### config.mk
export PLATFORM = sky130hd
export DESIGN_NAME = sws_stamp_ctrl
export DESIGN_NICKNAME = d
export VERILOG_FILES = /design/src/rtl/sws_pkg.sv /design/src/rtl/sws_rate_div.sv /design/src/rtl/sws_stamp_ctrl.sv
export VERILOG_INCLUDE_DIRS = /design/src /design/src/rtl
export SDC_FILE = /design/constraint.sdc
export NUM_CORES = 1
export LEC_CHECK = 0
export BUFFER_PORTS_ARGS = -buffer_cell sky130_fd_sc_hd__buf_2
export CAP_MARGIN = 30
export CORE_UTILIZATION = 35
export CTS_CLUSTER_SIZE = 40
export DETAILED_ROUTE_END_ITERATION = 8
export SLEW_MARGIN = 10
export SYNTH_ARGS = -nofsm -noshare
export SYNTH_HDL_FRONTEND = slang
export SYNTH_SLANG_ARGS = --single-unit
### constraint.sdc
create_clock -name clk_i -period 2.49 [get_ports clk_i]
set_input_delay 0.1245 -clock clk_i [delete_from_list [all_inputs] [get_ports clk_i]]
set_output_delay 0.1245 -clock clk_i [all_outputs]
set_load 0.05 [all_outputs]
### src/rtl/sws_defines.svh
`ifndef SWS_DEFINES_SVH
`define SWS_DEFINES_SVH

// Clock rate and printed times
`define SWS_CLK_HZ            125000000.0
`define SWS_SAMPLE_PERIOD_MS  62.5
`define SWS_TIME_CLK_KHZ      8.192
// Least time rounds up, rate period rounds down
`define SWS_SAMPLE_CYC        $rtoi($ceil(`SWS_SAMPLE_PERIOD_MS * `SWS_CLK_HZ / 1000.0))
`define SWS_TICK_CYC          $rtoi(`SWS_CLK_HZ / (`SWS_TIME_CLK_KHZ * 1000.0))
`define SWS_IRQ_PULSE_CYC     8'h08

// Register byte offsets
`define SWS_ADDR_CTRL         8'h00
`define SWS_ADDR_STATUS       8'h04
`define SWS_ADDR_MASK         8'h08
`define SWS_ADDR_TIME         8'h0c
`define SWS_ADDR_STAMP2       8'h10

// Field positions
`define SWS_CTRL_WIDTH        14
`define SWS_STS_FLAG_BIT      0
`define SWS_STS_STOP_BIT      1
`define SWS_STS_VALID_BIT     2
`define SWS_STS_LEVEL_BIT     3

// Field encodings and reset values
`define SWS_PIN_MODE_INPUT    2'h3
`define SWS_STAMP2_LAST_EVENT 3'h5
`define SWS_IRQ_A_PIN_IRQ     2'h2
`define SWS_CTRL_RESET        14'h0000
`define SWS_MASK_RESET        1'h0

`endif

### src/rtl/sws_pkg.sv
package sws_pkg;

  typedef struct packed {
    logic [1:0] irq_a_pin_mode;
    logic       unused_gap;
    logic [2:0] second_stamp_mode;
    logic       irq_a_level_not_pulse;
    logic       stamp_irq_enable_a;
    logic       pin_stop_mode;
    logic       stamp_polarity_low;
    logic       stamp_input_switch_select;
    logic       zero_gap;
    logic [1:0] stamp_pin_mode;
  } sws_cfg_t;

  typedef struct packed {
    logic        cyc;
    logic        stb;
    logic        we;
    logic [3:0]  sel;
    logic [7:0]  adr;
    logic [31:0] dat;
  } sws_wb_req_t;

  typedef struct packed {
    sws_cfg_t    cfg;
    logic        mask;
    logic        flag;
    logic [31:0] time_cnt;
    logic [31:0] stamp2;
    logic        sync1;
    logic        sync2;
    logic        samp_valid;
    logic        samp_lvl;
    logic        stop;
    logic [7:0]  pulse_cnt;
    logic        ack;
    logic [31:0] dat;
  } sws_state_t;

endpackage

### src/rtl/sws_rate_div.sv
`timescale 1ns/1ps
module sws_rate_div #(
  parameter int unsigned DIV = 2
) (
  input  wire logic clk_i,
  input  wire logic rst_i,
  input  wire logic en_i,
  output logic      tick_o
);
  logic [31:0] cnt_r;
  logic [31:0] cnt_nxt;
  logic        tick_nxt;

  // Restarts on enable so the first tick is one full period later
  always_comb begin
    cnt_nxt  = cnt_r;
    tick_nxt = 1'b0;
    if (!en_i) begin
      cnt_nxt = 32'h0;
    end else if (cnt_r >= 32'(DIV - 1)) begin
      cnt_nxt  = 32'h0;
      tick_nxt = 1'b1;
    end else begin
      cnt_nxt = cnt_r + 32'h1;
    end
  end

  always_ff @(posedge clk_i) begin
    if (rst_i) begin
      cnt_r  <= 32'h0;
      tick_o <= 1'b0;
    end else begin
      cnt_r  <= cnt_nxt;
      tick_o <= tick_nxt;
    end
  end
endmodule

### src/rtl/sws_stamp_ctrl.sv
// Summary of operation
// - The sampler output is invalid until switch detection is on, and with the switch select bit set a full sample period passes before it shows the pin.
// - Stamp pin mode 11 makes the stamp pin an input; other codes leave it unused here.
// - With the switch select bit set the pin is sampled periodically instead of every cycle.
// - With the polarity bit set a low pin level is the active state.
// - With pin stop mode set the sampled level drives the internal stop signal.
// - The stamp interrupt enable lets stamp loads raise interrupt output A.
// - Second stamp mode 101 loads the second stamp register on every event, keeping the latest.
// - Interrupt A pin mode 10 drives interrupt output A with interrupt signalling.
// - A pin change causes nothing until a sample has caught it.
// - With active low polarity, a high sample followed by a low sample raises an event.
// - With pin stop and active low polarity, counting halts while the sampled level is low.
// - In second stamp mode 101 an event copies the current time into the second stamp register and sets its flag.
// - With pulse mode and interrupts enabled each stamp load gives a pulse on output A.
// - A sample back at the inactive high level releases stop and counting resumes.
// - While stop is asserted the 8.192 kHz tick does not advance the time.
`timescale 1ns/1ps
`include "sws_defines.svh"
module sws_stamp_ctrl #(
  parameter int unsigned SAMPLE_DIV = `SWS_SAMPLE_CYC,
  parameter int unsigned TICK_DIV   = `SWS_TICK_CYC
) (
  input  wire logic                 clk_i,
  input  wire logic                 rst_i,
  input  wire sws_pkg::sws_wb_req_t wb_req_i,
  output logic                      wb_ack_o,
  output logic [31:0]               wb_dat_o,
  input  wire logic                 stamp_pin_i,
  output logic                      irq_out_a_o,
  output logic                      irq_o,
  output logic                      stop_o
);
  import sws_pkg::*;

  sws_state_t st_r;
  sws_state_t st_nxt;
  logic       samp_tick;
  logic       time_tick;
  logic       det_en;
  logic       take_smp;
  logic       stamp_ev;
  logic       stamp_load;
  logic       bus_req;
  logic       bus_wr;
  logic       bus_rd;

  // low active select
  // Active level of a sample under the chosen polarity
  function automatic logic is_active(input logic lvl, input logic pol_low);
    is_active = pol_low ? ~lvl : lvl;
  endfunction

  // Byte-lane merge of a Wishbone write
  function automatic logic [31:0] lane_merge(input logic [31:0] old_v,
                                             input logic [31:0] new_v,
                                             input logic [3:0]  sel);
    lane_merge = old_v;
    for (int i = 0; i < 4; i++) begin
      if (sel[i]) begin
        lane_merge[i*8 +: 8] = new_v[i*8 +: 8];
      end
    end
  endfunction

  // Detection runs only while the pin is configured as input
  // input mode gate
  assign det_en = (st_r.cfg.stamp_pin_mode == `SWS_PIN_MODE_INPUT);

  sws_rate_div #(
    .DIV (SAMPLE_DIV)
  ) u_sample_div (
    .clk_i  (clk_i),
    .rst_i  (rst_i),
    .en_i   (det_en & st_r.cfg.stamp_input_switch_select),
    .tick_o (samp_tick)
  );

  sws_rate_div #(
    .DIV (TICK_DIV)
  ) u_time_div (
    .clk_i  (clk_i),
    .rst_i  (rst_i),
    .en_i   (1'b1),
    .tick_o (time_tick)
  );

  assign bus_req = wb_req_i.cyc & wb_req_i.stb & ~st_r.ack;
  assign bus_wr  = bus_req & wb_req_i.we;
  assign bus_rd  = bus_req & ~wb_req_i.we;

  assign take_smp = st_r.cfg.stamp_input_switch_select ? samp_tick : 1'b1;

  assign stamp_ev = det_en & take_smp & st_r.samp_valid
                  & ~is_active(st_r.samp_lvl, st_r.cfg.stamp_polarity_low)
                  & is_active(st_r.sync2, st_r.cfg.stamp_polarity_low);

  assign stamp_load = stamp_ev & (st_r.cfg.second_stamp_mode == `SWS_STAMP2_LAST_EVENT);

  always_comb begin
    st_nxt = st_r;

    // Pin crosses into the clock domain through two flops
    st_nxt.sync1 = stamp_pin_i;
    st_nxt.sync2 = st_r.sync1;

    // Stop follows pin stop mode off at once
    st_nxt.stop = st_r.stop & st_r.cfg.pin_stop_mode;

    if (!det_en) begin
      st_nxt.samp_valid = 1'b0;
      st_nxt.stop       = 1'b0;
    end else if (take_smp) begin
      st_nxt.samp_lvl   = st_r.sync2;
      st_nxt.samp_valid = 1'b1;
      st_nxt.stop = st_r.cfg.pin_stop_mode
                  & is_active(st_r.sync2, st_r.cfg.stamp_polarity_low);
    end

    // stop blocks time tick
    // Stop about to rise also holds the tick, so the stamp matches the frozen time
    if (time_tick && !st_r.stop && !st_nxt.stop) begin
      st_nxt.time_cnt = st_r.time_cnt + 32'h1;
    end

    if (stamp_load) begin
      st_nxt.stamp2 = st_r.time_cnt;
    end

    if (st_r.pulse_cnt != 8'h00) begin
      st_nxt.pulse_cnt = st_r.pulse_cnt - 8'h01;
    end
    if (stamp_load) begin
      st_nxt.pulse_cnt = `SWS_IRQ_PULSE_CYC;
    end

    // Bus writes; ack answers one cycle after the request
    st_nxt.ack = bus_req;
    if (bus_wr) begin
      unique case (wb_req_i.adr)
        `SWS_ADDR_CTRL: begin
          st_nxt.cfg = sws_cfg_t'(14'(lane_merge(32'(st_r.cfg), wb_req_i.dat,
                                                 wb_req_i.sel) & 32'h0000_37fb));
        end
        `SWS_ADDR_STATUS: begin
          if (wb_req_i.sel[0] && wb_req_i.dat[`SWS_STS_FLAG_BIT]) begin
            st_nxt.flag = 1'b0;
          end
        end
        `SWS_ADDR_MASK: begin
          if (wb_req_i.sel[0]) begin
            st_nxt.mask = wb_req_i.dat[0];
          end
        end
        `SWS_ADDR_TIME: begin
          st_nxt.time_cnt = lane_merge(st_r.time_cnt, wb_req_i.dat, wb_req_i.sel);
        end
        default: begin
        end
      endcase
    end

    // Set wins over a clear in the same cycle
    // flag set
    if (stamp_load) begin
      st_nxt.flag = 1'b1;
    end

    // Reads; unmapped offsets answer zero
    st_nxt.dat = 32'h0;
    if (bus_rd) begin
      unique case (wb_req_i.adr)
        `SWS_ADDR_CTRL:   st_nxt.dat = 32'(st_r.cfg);
        `SWS_ADDR_STATUS: begin
          st_nxt.dat[`SWS_STS_FLAG_BIT]  = st_r.flag;
          st_nxt.dat[`SWS_STS_STOP_BIT]  = st_r.stop;
          st_nxt.dat[`SWS_STS_VALID_BIT] = st_r.samp_valid;
          st_nxt.dat[`SWS_STS_LEVEL_BIT] = st_r.samp_lvl;
        end
        `SWS_ADDR_MASK:   st_nxt.dat = {31'h0, st_r.mask};
        `SWS_ADDR_TIME:   st_nxt.dat = st_r.time_cnt;
        `SWS_ADDR_STAMP2: st_nxt.dat = st_r.stamp2;
        default:          st_nxt.dat = 32'h0;
      endcase
    end
  end

  always_ff @(posedge clk_i) begin
    if (rst_i) begin
      st_r      <= '0;
      st_r.cfg  <= sws_cfg_t'(`SWS_CTRL_RESET);
      st_r.mask <= `SWS_MASK_RESET;
    end else begin
      st_r <= st_nxt;
    end
  end

  assign wb_ack_o = st_r.ack;
  assign wb_dat_o = st_r.dat;
  assign stop_o   = st_r.stop;
  assign irq_o    = st_r.flag & st_r.mask;

  // Output A only carries interrupts in its interrupt pin mode
  // enable gate
  assign irq_out_a_o = (st_r.cfg.irq_a_pin_mode == `SWS_IRQ_A_PIN_IRQ)
                     & st_r.cfg.stamp_irq_enable_a
                     & (st_r.cfg.irq_a_level_not_pulse ? st_r.flag
                                                       : (st_r.pulse_cnt != 8'h00));

  a_ack_answers: assert property (@(posedge clk_i) disable iff (rst_i)
    (wb_req_i.cyc && wb_req_i.stb && !wb_ack_o) |=> wb_ack_o)
    else $error("ack missing one cycle after request");

  a_ack_single: assert property (@(posedge clk_i) disable iff (rst_i)
    wb_ack_o |=> !wb_ack_o)
    else $error("ack held longer than one cycle");

  a_invalid_when_off: assert property (@(posedge clk_i) disable iff (rst_i)
    (st_r.cfg.stamp_pin_mode != `SWS_PIN_MODE_INPUT) |=> !st_r.samp_valid)
    else $error("sample valid while detection is off");

  a_event_sampled: assert property (@(posedge clk_i) disable iff (rst_i)
    stamp_ev |-> (take_smp && st_r.samp_valid && det_en))
    else $error("event without a valid sample");

  a_fall_event: assert property (@(posedge clk_i) disable iff (rst_i)
    (det_en && take_smp && st_r.samp_valid && st_r.cfg.stamp_polarity_low
     && st_r.samp_lvl && !st_r.sync2) |-> stamp_ev)
    else $error("high to low sample missed");

  a_stamp_loads: assert property (@(posedge clk_i) disable iff (rst_i)
    stamp_load |=> (st_r.flag && st_r.stamp2 == $past(st_r.time_cnt)))
    else $error("stamp not loaded with current time");

  a_stop_on_low: assert property (@(posedge clk_i) disable iff (rst_i)
    (det_en && take_smp && st_r.cfg.pin_stop_mode && st_r.cfg.stamp_polarity_low
     && !st_r.sync2) |=> st_r.stop)
    else $error("stop not raised on low sample");

  a_release_high: assert property (@(posedge clk_i) disable iff (rst_i)
    (det_en && take_smp && st_r.cfg.stamp_polarity_low && st_r.sync2) |=> !st_r.stop)
    else $error("stop not released on high sample");

  a_time_frozen: assert property (@(posedge clk_i) disable iff (rst_i)
    (st_r.stop && !(bus_wr && wb_req_i.adr == `SWS_ADDR_TIME))
    |=> st_r.time_cnt == $past(st_r.time_cnt))
    else $error("time advanced while stopped");

  a_irq_pulse: assert property (@(posedge clk_i) disable iff (rst_i)
    (stamp_load && st_r.cfg.stamp_irq_enable_a && !st_r.cfg.irq_a_level_not_pulse
     && st_r.cfg.irq_a_pin_mode == `SWS_IRQ_A_PIN_IRQ
     && !(bus_wr && wb_req_i.adr == `SWS_ADDR_CTRL))
    |=> irq_out_a_o [*8] ##1 !irq_out_a_o)
    else $error("interrupt pulse width wrong");

endmodule

Word level (Yosys, flattened, before mapping):

Index checks and enable logic that the tools add are counted.

* input bits: 50
* output and inout port bits: 36
* register bits: 190
* word-level logic and storage cells: 112

* bitwise logic cells: 23
* reductions and logical operators: 22
* order comparisons: 2
* equal/unequal tests: 11
* add/subtract/negate cells: 4
* multiplexer cells: 22

Operator list (number)
* $add 32x1->32 const B: 3
* $pmux 28 s3: 1
* $mux 32: 2
* $mux 33: 1
* $ge 32x14->1 const B: 1
* $ge 32x23->1 const B: 1
* $mux 8: 4
* $pmux 4 s5: 1
* $eq 8x4->1 const B: 2
* $and 1x1->1: 15
* $ne 3x3->1 const B: 4
* $reduce_and 3->1: 4
* $mux 1: 11
* $reduce_or 2->1: 5
* $eq 8x3->1 const B: 1
* $eq 8x5->1 const B: 1
* $logic_not 8->1: 1
* $mux 4: 2
* $not 1->1: 8
* $reduce_bool 2->1: 4
* $reduce_bool 8->1: 1
* $sub 8x1->8 const B: 1
* $eq 2x2->1 const B: 2
* $eq 3x3->1 const B: 1
* other kinds (4): 7

Longest topological paths before layout:

Gate-level depths: netlist of the first run.

* word-level depth: 11
* mapped depth: 8
* depth with buffers taken out: 7

Hierarchy:

From an unflattened synthesis of the first run, not the netlist that was laid out.

* cells, all modules: 958
* area, all modules: 8433.1 um^2

Modules (own cells, without submodules)
* sws_stamp_ctrl: cells an instance 698, instances 1, area each 5846.9 um^2, sequential area each 2482.4 um^2
* sws_rate_div (u_sample_div): cells an instance 156, instances 1, area each 1488.9 um^2, sequential area each 660.6 um^2
* sws_rate_div (u_time_div): cells an instance 104, instances 1, area each 1097.3 um^2, sequential area each 660.6 um^2

Least setup slack after synthesis of the first run:

No wires, ideal clock.

* path type: flip-flop to flip-flop
* start: register st_r, in the netlist wb_ack_o
* end: register st_r[99] (netlist name)
* slack: 0.334 ns
* clock period less this slack: 2.156 ns
* library setup time: 0.132 ns
* cell stages (with the launch flop): 8
* buffers on the path: 2
* data required time: 2.358 ns
* arrival: 2.023 ns
* path through: dfxtp_1 > and4b_1 > clkbuf_1 > and3_1 > buf_2 > or4b_1 > o211ai_1 > a31oi_1

* longest elaborated chain between the ends: 4
* elaborated cells on any way between the ends: 5
* classes of those cells: eq/ne: 1; mux: 1; bitwise: 3

Ends and longest elaborated chain
* start: declaration: RTL line sws_stamp_ctrl.sv:35 `sws_state_t st_r;`
* start signal: assignment: RTL line sws_stamp_ctrl.sv:193 `st_r <= st_nxt;`
* $not 1->1 (*): RTL line sws_stamp_ctrl.sv:87 `assign bus_req = wb_req_i.cyc & wb_req_i.stb & ~st_r.ack;`
* $and 1x1->1 (*): RTL line sws_stamp_ctrl.sv:87
* $and 1x1->1 (*): RTL line sws_stamp_ctrl.sv:88 `assign bus_wr = bus_req & wb_req_i.we;`
* $ne 3x3->1 (no line) / $mux 33 (equally long branches)

Every way passes the cells marked *; elsewhere a longest branch is shown, timed or not. The select of a mux whose other input is x is not followed.
A chain may end at the register's enable or synchronous reset.

Worst setup path after layout of the first run:

* start: register st_r[36] (netlist name)
* end: output port irq_out_a_o

* longest elaborated chain between the ends: 3

Ends and longest elaborated chain
* $reduce_bool 8->1: RTL line sws_stamp_ctrl.sv:207 `: (st_r.pulse_cnt != 8'h00));`
* $mux 1: RTL line sws_stamp_ctrl.sv:206 `& (st_r.cfg.irq_a_level_not_pulse ? st_r.flag`
* $and 1x1->1: RTL line sws_stamp_ctrl.sv:204 `` assign irq_out_a_o = (st_r.cfg.irq_a_pin_mode == `SWS_IRQ_A_PIN_IRQ) ``
* end: declaration: RTL line sws_stamp_ctrl.sv:29 `output logic irq_out_a_o,`

No other way between the ends.

==> results of run 1 <==
worst max-delay path: cells and delay by family (launching register included):
family                 cells  cell delay, ns
flip-flops                 1            0.35
multiplexers               1            0.36
AND/OR/NAND/NOR            3            0.85
buffers and inverters      1            0.22
cell usage after synthesis, types with 8 or more instances:
master / number
dfxtp_1: 190
nand2_1: 104
nor2_1: 72
a21oi_1: 44
nor3_1: 44
nand3_1: 40
buf_4: 34
clkbuf_1: 29
xor2_1: 25
a211oi_1: 22
buf_2: 21
a22oi_1: 20
and3_1: 19
mux2i_1: 19
nand4_1: 18
nor4_1: 17
o21ai_0: 16
xnor2_1: 15
a222oi_1: 13
a31oi_1: 13
and2_1: 11
and4_1: 10
inv_1: 10
nor2b_1: 10
nor3_2: 8
or3_1: 8
power breakdown:
| part | total (mW) | switching (mW) | internal, mW | leakage, nW |
|---|---|---|---|---|
| clock | 3.01 | 1.20 | 1.82 | 0.312 |
| combinational | 0.494 | 0.283 | 0.211 | 1.59 |
| sequential | 3.20 | 0.0667 | 3.13 | 1.54 |
| total | 6.70 | 1.54 | 5.16 | 3.45 |
sequential cells by signal (all words and copies together), names as in the netlist:
register and flops:
st_r 89, u_sample_div.tick_o 1, u_time_div.cnt_r 32, st_nxt 1
u_sample_div.cnt_r 32, wb_ack_o 1, wb_dat_o 32, stop_o 1
u_time_div.tick_o 1
repair_timing:
| action | CTS | global route |
|---|---|---|
| endpoints found under the hold margin | 20 | 0 |
| hold buffers | 18 | 0 |
| setup buffers | 0 | 0 |
final cells by class:
class / count / area share, %
multi-input combinational: 658 / 41.74
sequential: 190 / 38.96
timing repair buffer: 129 / 8.202
clock buffer: 19 / 4.537
tap: 319 / 4.088
clock inverter: 11 / 2.089
inverter: 10 / 0.3845
layer usage:
layer | part of all wire [%] | track usage [%]
met4 | 1.7 | 7.236
met1 | 46 | 22.43
met2 | 48 | 28.83
met5 | 0.077 | 0
met3 | 4.2 | 2.852
stage by stage:
stage | cells | power [mW] | util, % | hold WS, ns | instance area, sq um
3_5_place_dp | 1288 | 3.732 | 38.18 | 0.3424 | 8936
3_3_place_gp | 1288 | 3.721 | 38.18 | 0.3376 | 8936
4_1_cts | 1336 | 6.767 | 41.72 | 0.009563 | 9763
5_1_grt | 1336 | 6.967 | 41.72 | 0.01870 | 9763
6_report | 1336 | 6.703 | 41.72 | 0.008722 | 9763
2_1_floorplan | 949 | 3.580 | - | 0.2527 | 8428
logic make-up after synthesis:
family,Yosys count
xor gates and xnor gates,41
and+or+nand+nor,400
other,1
AOI/OAI and AO/OA,164
adders and majority gates,7
muxes,19
DFF,190
buffers and inverters,101
path summary, 6_finish.rpt:
kind	from	to	slack [ns]	depth (start not counted)
worst min-delay path	wb_req_i[28]	st_r[106]	0.009	3
worst max-delay path	st_r[36]	irq_out_a_o	0.16	5
worst min register to register	st_r[67]	st_r[67]	0.45	2
worst max register to register	st_r[83]	st_r[109]	0.38	5
==> flow_summary.yaml, run 1 <==
outcome:
  status: "finished, final reports clean"
critical_path:
  worst_ep_arrival_time_ns: 2.21
  max_stage_delay_ns: 0.38
  cp-start-kind: "register"
  critPathMaxFanout: 6
  crit_chain: "nor4_1 > nand3_1 > mux2i_1 > nor3_1 > buf_2"
  cp-end-kind: "output pin"
  criticalPathCategory: "reg -> out"
  crit_slowest_cell: "nor4_1"
  critPathRequiredTime_ns: 2.37
yosys:
  ys.flop_type: "dfxtp_1"
  synth_top_family_by_area: "simple AND/OR/NAND/NOR gates"
  synth_xor_area_share_pct: 4.401
  syn_area_per_cell_sq_um: 9.025
  synthMuxAreaShare_pct: 2.283
  synthAdderAreaFrac_pct: 1.051
  syn_area_sq_mm: 0.008330
  synth-simple-area-share_pct: 26.12
  synth_cell_types: 71
  synth-seq-area-share_pct: 45.66
  synth.area.top_cells: "dfxtp_1, nand2_1, nor2_1, buf_4, a21oi_1"
  yosysTopAreaCellShare_pct: 45.66
  yosysWarnings: 0
  synth_compound_area_share_pct: 13.85
  synth-seq-cells: 190
  synth_edf_count: 0
  synth_cells: 923
  async_flop_share_pct: 0
  synth.largest_area_cell: "dfxtp_1"
timing:
  setup_viol_count_final: 0
  worst_pin_slew_ns: 0.9410
  fin_skew_ns: 0.01616
  fin_crit_sh_pct: 93.69
  post-route-min-period_ns: 2.333
  hold_viol_final: 0
  timing.fmax_mhz: 428.6
  relSlewSlack_pct: 37.27
  drv_slew: 0
  rsz0062_at_grt: "no"
  finalWorstSetupSlack_ns: 0.1570
  finalSetupTns_ns: 0
drt:
  first_pass_iters: 7
  drt_iter0_markers: 591
  viasPerCell: 5.150
  routed_wl_microns: 20660
  drtAntennaViolNets: 0
  wl_per_cell_microns: 15.46
  drc: 0
  vias: 6880
grt:
  grt_max_degree: 83
  gr-total-overflow: 0
  grt_usage_pct: 17.42
  grt_pass1_wl_microns: 33490
  grt_antenna_before_repair: 1
  grt_pass1_vias: 6484
finish:
  antenna_cells: 0
  multi_input_area_sq_mm: 0.004075
  register_area_sq_mm: 0.003804
  fin_nets: 1063
  nFillCells: 2326
  layout_commonest_cell: "dfxtp_1"
  area_growth_pct: 17.20
  layout-drive-gt1-share_pct: 16.91
  layout_common_cells: "dfxtp_1, nand2_1, buf_2"
placed_design:
  place_ws_ns: 0.3865
  gp_congestion: 0.8090
  dpl.hpwl_microns: 14370
  portBuffers: 85
job:
  drv_cap: 0
floorplanning:
  die_area_sq_mm: 0.02442
  dieWidth_microns: 156.3
  initial_core_util_pct: 35.60
  row_count: 56
  die_h_microns: 156.3
  top_level_ports: 86
  core_area_sq_mm: 0.02340
pwr:
  leakage_nw: 3.446
  vdd_ir_drop_max_mv: 0.4566
  powerDensity_mw_per_mm2: 686.6
clocking:
  path_clk_slew_ns: 0.07
  clock-sinks: 190
  clock-root-buffer: "clkbuf_16"
  cts.htree.levels: 4
  cts_buffer_depth: 2
  cts_tree: "yes"
  cts_resized: 0
  cts_buffers: 17
  clk_latency_ns: 0.43
min_path:
  hp-class: "in -> reg"
Power figures use the tool's default switching activity.
==> inputs of run 2 (changes only) <==
ABC_AREA = 1   (was default)
CORE_UTILIZATION = 40   (was 35)
==> flow_summary.yaml, run 2 <==
grt:
  grt_max_degree: 38
  grt_antenna_before_repair: 1
  gr-total-overflow: 0
  grt_usage_pct: 19.99
  grt_pass1_wl_microns: 37590
  grt_pass1_vias: 7449
timing:
  rsz0062_at_grt: "no"
  relSlewSlack_pct: 62.73
  setup_viol_count_final: 0
  finalSetupTns_ns: 0
  worst_pin_slew_ns: 0.5556
  fin_crit_sh_pct: 80.76
  hold_viol_final: 0
  timing.fmax_mhz: 497.3
  fin_skew_ns: 0.01205
  post-route-min-period_ns: 2.011
  drv_slew: 0
yosys:
  syn_area_per_cell_sq_um: 7.063
  async_flop_share_pct: 0
  synth-seq-cells: 190
  synth_compound_area_share_pct: 11.21
  synthAdderAreaFrac_pct: 0.9452
  synth_top_cells_by_count: "nand2_1, dfxtp_1, nor2_1, inv_1, a21oi_1"
  ys.flop_type: "dfxtp_1"
  syn_area_sq_mm: 0.009266
  synth-seq-area-share_pct: 41.05
  synth_top_family_by_area: "simple AND/OR/NAND/NOR gates"
  synth_cells: 1312
  synth.largest_area_cell: "dfxtp_1"
  yosysWarnings: 0
  synth.area.top_cells: "dfxtp_1, nand2_1, nor2_1, inv_1, a21oi_1"
  synth_edf_count: 0
  synth_xor_area_share_pct: 4.253
  synthMuxAreaShare_pct: 0
  synth_cell_types: 50
  yosysTopAreaCellShare_pct: 41.05
  synth-simple-area-share_pct: 30.48
  synth.most_common_cell: "nand2_1"
clocking:
  clock-root-buffer: "clkbuf_16"
  cts_buffer_depth: 2
  cts_tree: "yes"
  clock-sinks: 190
  cts_resized: 0
  cts_buffers: 17
  cts.htree.levels: 4
  path_clk_slew_ns: 0.07
  clk_latency_ns: 0.43
floorplanning:
  dieWidth_microns: 154.2
  die_area_sq_mm: 0.02378
  top_level_ports: 86
  row_count: 55
  core_area_sq_mm: 0.02271
  initial_core_util_pct: 40.80
  die_h_microns: 154.2
drt:
  viasPerCell: 4.851
  drt_iter0_markers: 567
  routed_wl_microns: 23170
  vias: 8150
  first_pass_iters: 5
  drtAntennaViolNets: 0
  wl_per_cell_microns: 13.79
  drc: 0
critical_path:
  reg2reg_to: "st_r[37]"
  reg2reg_depth: 9
  cp-end-kind: "register"
  max_stage_delay_ns: 0.55
  cp-start-kind: "input port"
  critPathRequiredTime_ns: 2.86
  worst_ep_arrival_time_ns: 2.38
  cp_num_buf_inv: 7
  r2r-start: "st_r[113]"
  ff2ff_setup_slack_ns: 0.58
  cp_top_family: "buffers and inverters"
  crit_chain: "dlygate4sd3_1 > buf_2 > nand2_1 > dlygate4sd3_1 > nor3_1 > nand2_1 > inv_1 > o21ai_4 > inv_1 > buf_4 > nand2_1 > inv_1"
  crit_slowest_cell: "dlygate4sd3_1"
  criticalPathCategory: "in -> reg"
  critPathMaxFanout: 21
pwr:
  finalPower_mw: 6.495
  vdd_ir_drop_max_mv: 0.3667
  powerDensity_mw_per_mm2: 621.5
  leakage_nw: 4.439
finish:
  max_flop_register: "st_r"
  layout-drive-gt1-share_pct: 13.06
  largest_register_ffs: 89
  final_cells: 1680
  layout_commonest_cell: "nand2_1"
  layout_common_cells: "nand2_1, dfxtp_1, nor2_1"
  fin_nets: 1441
  area_growth_pct: 12.79
min_path:
  holdPathEnd: "st_r[119]"
  min_from: "wb_req_i[7]"
  min_delay_path_depth: 3
  hp-class: "in -> reg"
placed_design:
  gp_congestion: 0.8939
  dp.cells: 1638
  portBuffers: 85
  dpl.hpwl_microns: 16940
outcome:
  status: "finished, final reports clean"
job:
  drv_cap: 0
[run 2: routing by layer]
layer  wire length [microns]  GRT usage (%)
met4                     398          6.000
met2                   10160          31.62
met3                    1298          3.474
met1                   11320          27.77
met5                       0              0
[run 2: area by class of cell]
type,count,area (sq um)
Fill cell,2373,12260
Multi-Input combinational cell,904,4454
Sequential cell,190,3804
Timing Repair Buffer,106,625.6
Inverter,165,619.3
Clock buffer,18,429.2
Tap cell,285,356.6
Clock inverter,11,160.2
Antenna cell,1,2.502
[run 2: logic make-up (layout without fill, tap and decap cells)]
group / count (synthesis) / after routing
compound gates: 186 / 186
flops: 190 / 190
simple gates: 639 / 639
other cells: 1 / 28
xor+xnor: 45 / 45
buf+inv: 244 / 300
fa+ha+maj: 7 / 7
[run 2: worst reg2reg max path, delay by kind of cell, from the launching register on]
family / cells / cell delay [ns]
DFF: 1 / 0.36
buffers and inverters: 2 / 0.36
and+or+nand+nor: 7 / 1.09
[run 2: worst max path at each step]
stage,cells past startpoint,startpoint,slack [ns],end
floorplan,5,st_r[33],0.58,irq_out_a_o
global placement,4,rst_i,0.52,u_time_div.cnt_r[6]
detailed placement,10,wb_req_i[39],0.54,st_r[97]
CTS,12,wb_req_i[45],0.46,wb_dat_o[6]
global route,12,wb_req_i[45],0.31,wb_dat_o[15]
finish,12,wb_req_i[45],0.48,wb_dat_o[6]
[run 2: per-stage QoR]
stage / hold WS (ns) / setup WS (ns) / utilization [%] / cell area, sq um
2_1_floorplan: 0.2315 / 0.5811 / - / 9370
5_1_grt: 0.02556 / 0.3088 / 46.02 / 10450
4_1_cts: 0.003318 / 0.4619 / 46.01 / 10450
3_5_place_dp: 0.3702 / 0.5419 / 42.89 / 9739
3_3_place_gp: 0.3634 / 0.5154 / 42.89 / 9739
6_report: 0.01696 / 0.4791 / 46.02 / 10450
[run 2: power by group]
group / switching (mW) / internal (mW) / leakage [nW]
Clock: 1.21 / 1.59 / 0.287
Combinational: 0.310 / 0.214 / 2.61
Sequential: 0.0520 / 3.13 / 1.54
Total: 1.57 / 4.93 / 4.44
[run 2: repair_timing]
action / in CTS / in global routing
buffers inserted: 0 / 0
hold endpoints to repair: 11 / 0
hold buffers: 12 / 0
==> inputs of run 3 (changes only) <==
clock period = 1.8 ns   (was 2.49 ns; I/O delays follow)
==> flow_summary.yaml, run 3 (synthesis gave the netlist of run 2 again) <==
finish:
  layout_commonest_cell: "nand2_1"
  final_cells: 1743
  fin_nets: 1501
  area_growth_pct: 20.19
  fin_util_pct: 49.04
  finalInstanceArea_sq_mm: 0.01114
  max_flop_register: "st_r"
  largest_register_ffs: 89
  layout_common_cells: "nand2_1, dfxtp_1, nor2_1"
  layout-drive-gt1-share_pct: 17.91
clocking:
  cts_buffers: 17
  clock-sinks: 190
  cts_buffer_depth: 2
  cts_tree: "yes"
  path_clk_slew_ns: 0.07
  clk_latency_ns: 0.44
  cts.htree.levels: 4
  clock-root-buffer: "clkbuf_16"
timing:
  post-route-min-period_ns: 1.757
  finalSetupTns_ns: 0
  fin_skew_ns: 0.008695
  drv_slew: 0
  hold_viol_final: 0
  rsz0062_at_grt: "yes"
  timing.fmax_mhz: 569.0
  finalWorstSetupSlack_ns: 0.04264
  setup_viol_count_final: 0
  fin_crit_sh_pct: 97.63
  fin_hold_ws_ns: 0.01550
pwr:
  p_sw_mw: 2.368
  leakage_nw: 4.796
  vdd_ir_drop_max_mv: 0.5232
  pwr-share-comb_pct: 10.3
  clkPwrFrac_pct: 42.6
  power_frac_seq_pct: 47.1
  swShare_pct: 25.33
  powerDensity_mw_per_mm2: 839.6
  p_int_mw: 6.983
  finalPower_mw: 9.351
floorplanning:
  row_count: 55
  dieWidth_microns: 154.2
  initial_core_util_pct: 40.80
  top_level_ports: 86
  core_area_sq_mm: 0.02271
  die_area_sq_mm: 0.02378
  die_h_microns: 154.2
placed_design:
  postPlaceCellArea_sq_mm: 0.01014
  portBuffers: 85
  gp_congestion: 0.8959
  place_ws_ns: 0.03456
  dpl.hpwl_microns: 18140
  dp.cells: 1682
grt:
  grt_antenna_before_repair: 1
  grt_pass1_vias: 7717
  grt_max_degree: 33
  grt_pass1_wl_microns: 39450
  gr-total-overflow: 0
  grt_usage_pct: 20.98
drt:
  wl_per_cell_microns: 14.15
  routed_wl_microns: 24670
  vias: 8401
  first_pass_iters: 5
  drc: 0
  drtAntennaViolNets: 0
  drt_iter0_markers: 500
  viasPerCell: 4.820
job:
  drv_cap: 0
critical_path:
  cp-start-kind: "register"
  criticalPathCategory: "reg -> reg"
  critPathMaxFanout: 4
  worst_ep_arrival_time_ns: 2.08
  critPathRequiredTime_ns: 2.13
  cp-end-kind: "register"
outcome:
  status: "finished, final reports clean"
min_path:
  hp-class: "in -> reg"
## run 3: cell types whose count changed in the layout (fill, tap and decap cells not counted), sizes merged
cell and delta:
clkinv +3, inv -1, buf +56, clkinvlp +1, dlygate4sd3 +4
## run 3: area by class of cell
cell class / count / area, sq um
diodes: 1 / 2.502
clock buffers: 18 / 429.2
clock inverters: 14 / 185.2
fillers: 2328 / 11570
inverters: 165 / 621.8
multi-input cells: 904 / 4563
flip-flops and latches: 190 / 3811
well taps: 285 / 356.6
repair buffers: 166 / 1167
## run 3: path summary, 6_finish.rpt
| check | startpoint | end | slack (ns) | cells after the start |
|---|---|---|---|---|
| max | st_r[78] | st_r[102] | 0.04 | 10 |
| min | wb_req_i[36] | wb_dat_o[3] | 0.02 | 3 |
| max reg2reg | st_r[78] | st_r[102] | 0.04 | 10 |
| min reg2reg | st_nxt[44] | st_r[44] | 0.41 | 2 |
## run 3: power groups by stage
stage / clock network, mW / registers [mW] / logic [mW]
finish: 3.98 / 4.41 / 0.964
global route: 4.21 / 4.42 / 1.06
CTS: 4.06 / 4.40 / 0.813
detailed placement: 0 / 4.49 / 0.737
global placement: 0 / 4.49 / 0.726
floorplan: 0 / 4.48 / 0.535
## run 3: what timing repair did
item / 4_1_cts / 5_1_grt
pin swaps: 0 / 8
endpoints found under the setup margin: 1 / 69
endpoints found under the hold margin: 15 / 0
gates resized for setup: 4 / 28
setup buffers: 0 / 12
hold buffers: 16 / 0
## run 3: layer usage
layer  GRT usage (%)  wire (microns)  vias to the layer above
met3           2.690             981                       30
met4           6.429             353                        0
met2           34.39           11260                      190
li1                -               -                     4353
met1           28.70           12070                     3828
met5               0               0                        -
## run 3: critical path, stage by stage, from the launching register on
cell,delay (ns)
dfxtp_1,0.40
ha_1,0.25
nand3_1,0.20
nor3_2,0.31
nand2_1,0.10
nand2_1,0.06
nand2_1,0.05
nand2_1,0.06
nand3_1,0.08
nand2_1,0.08
a21oi_1,0.06
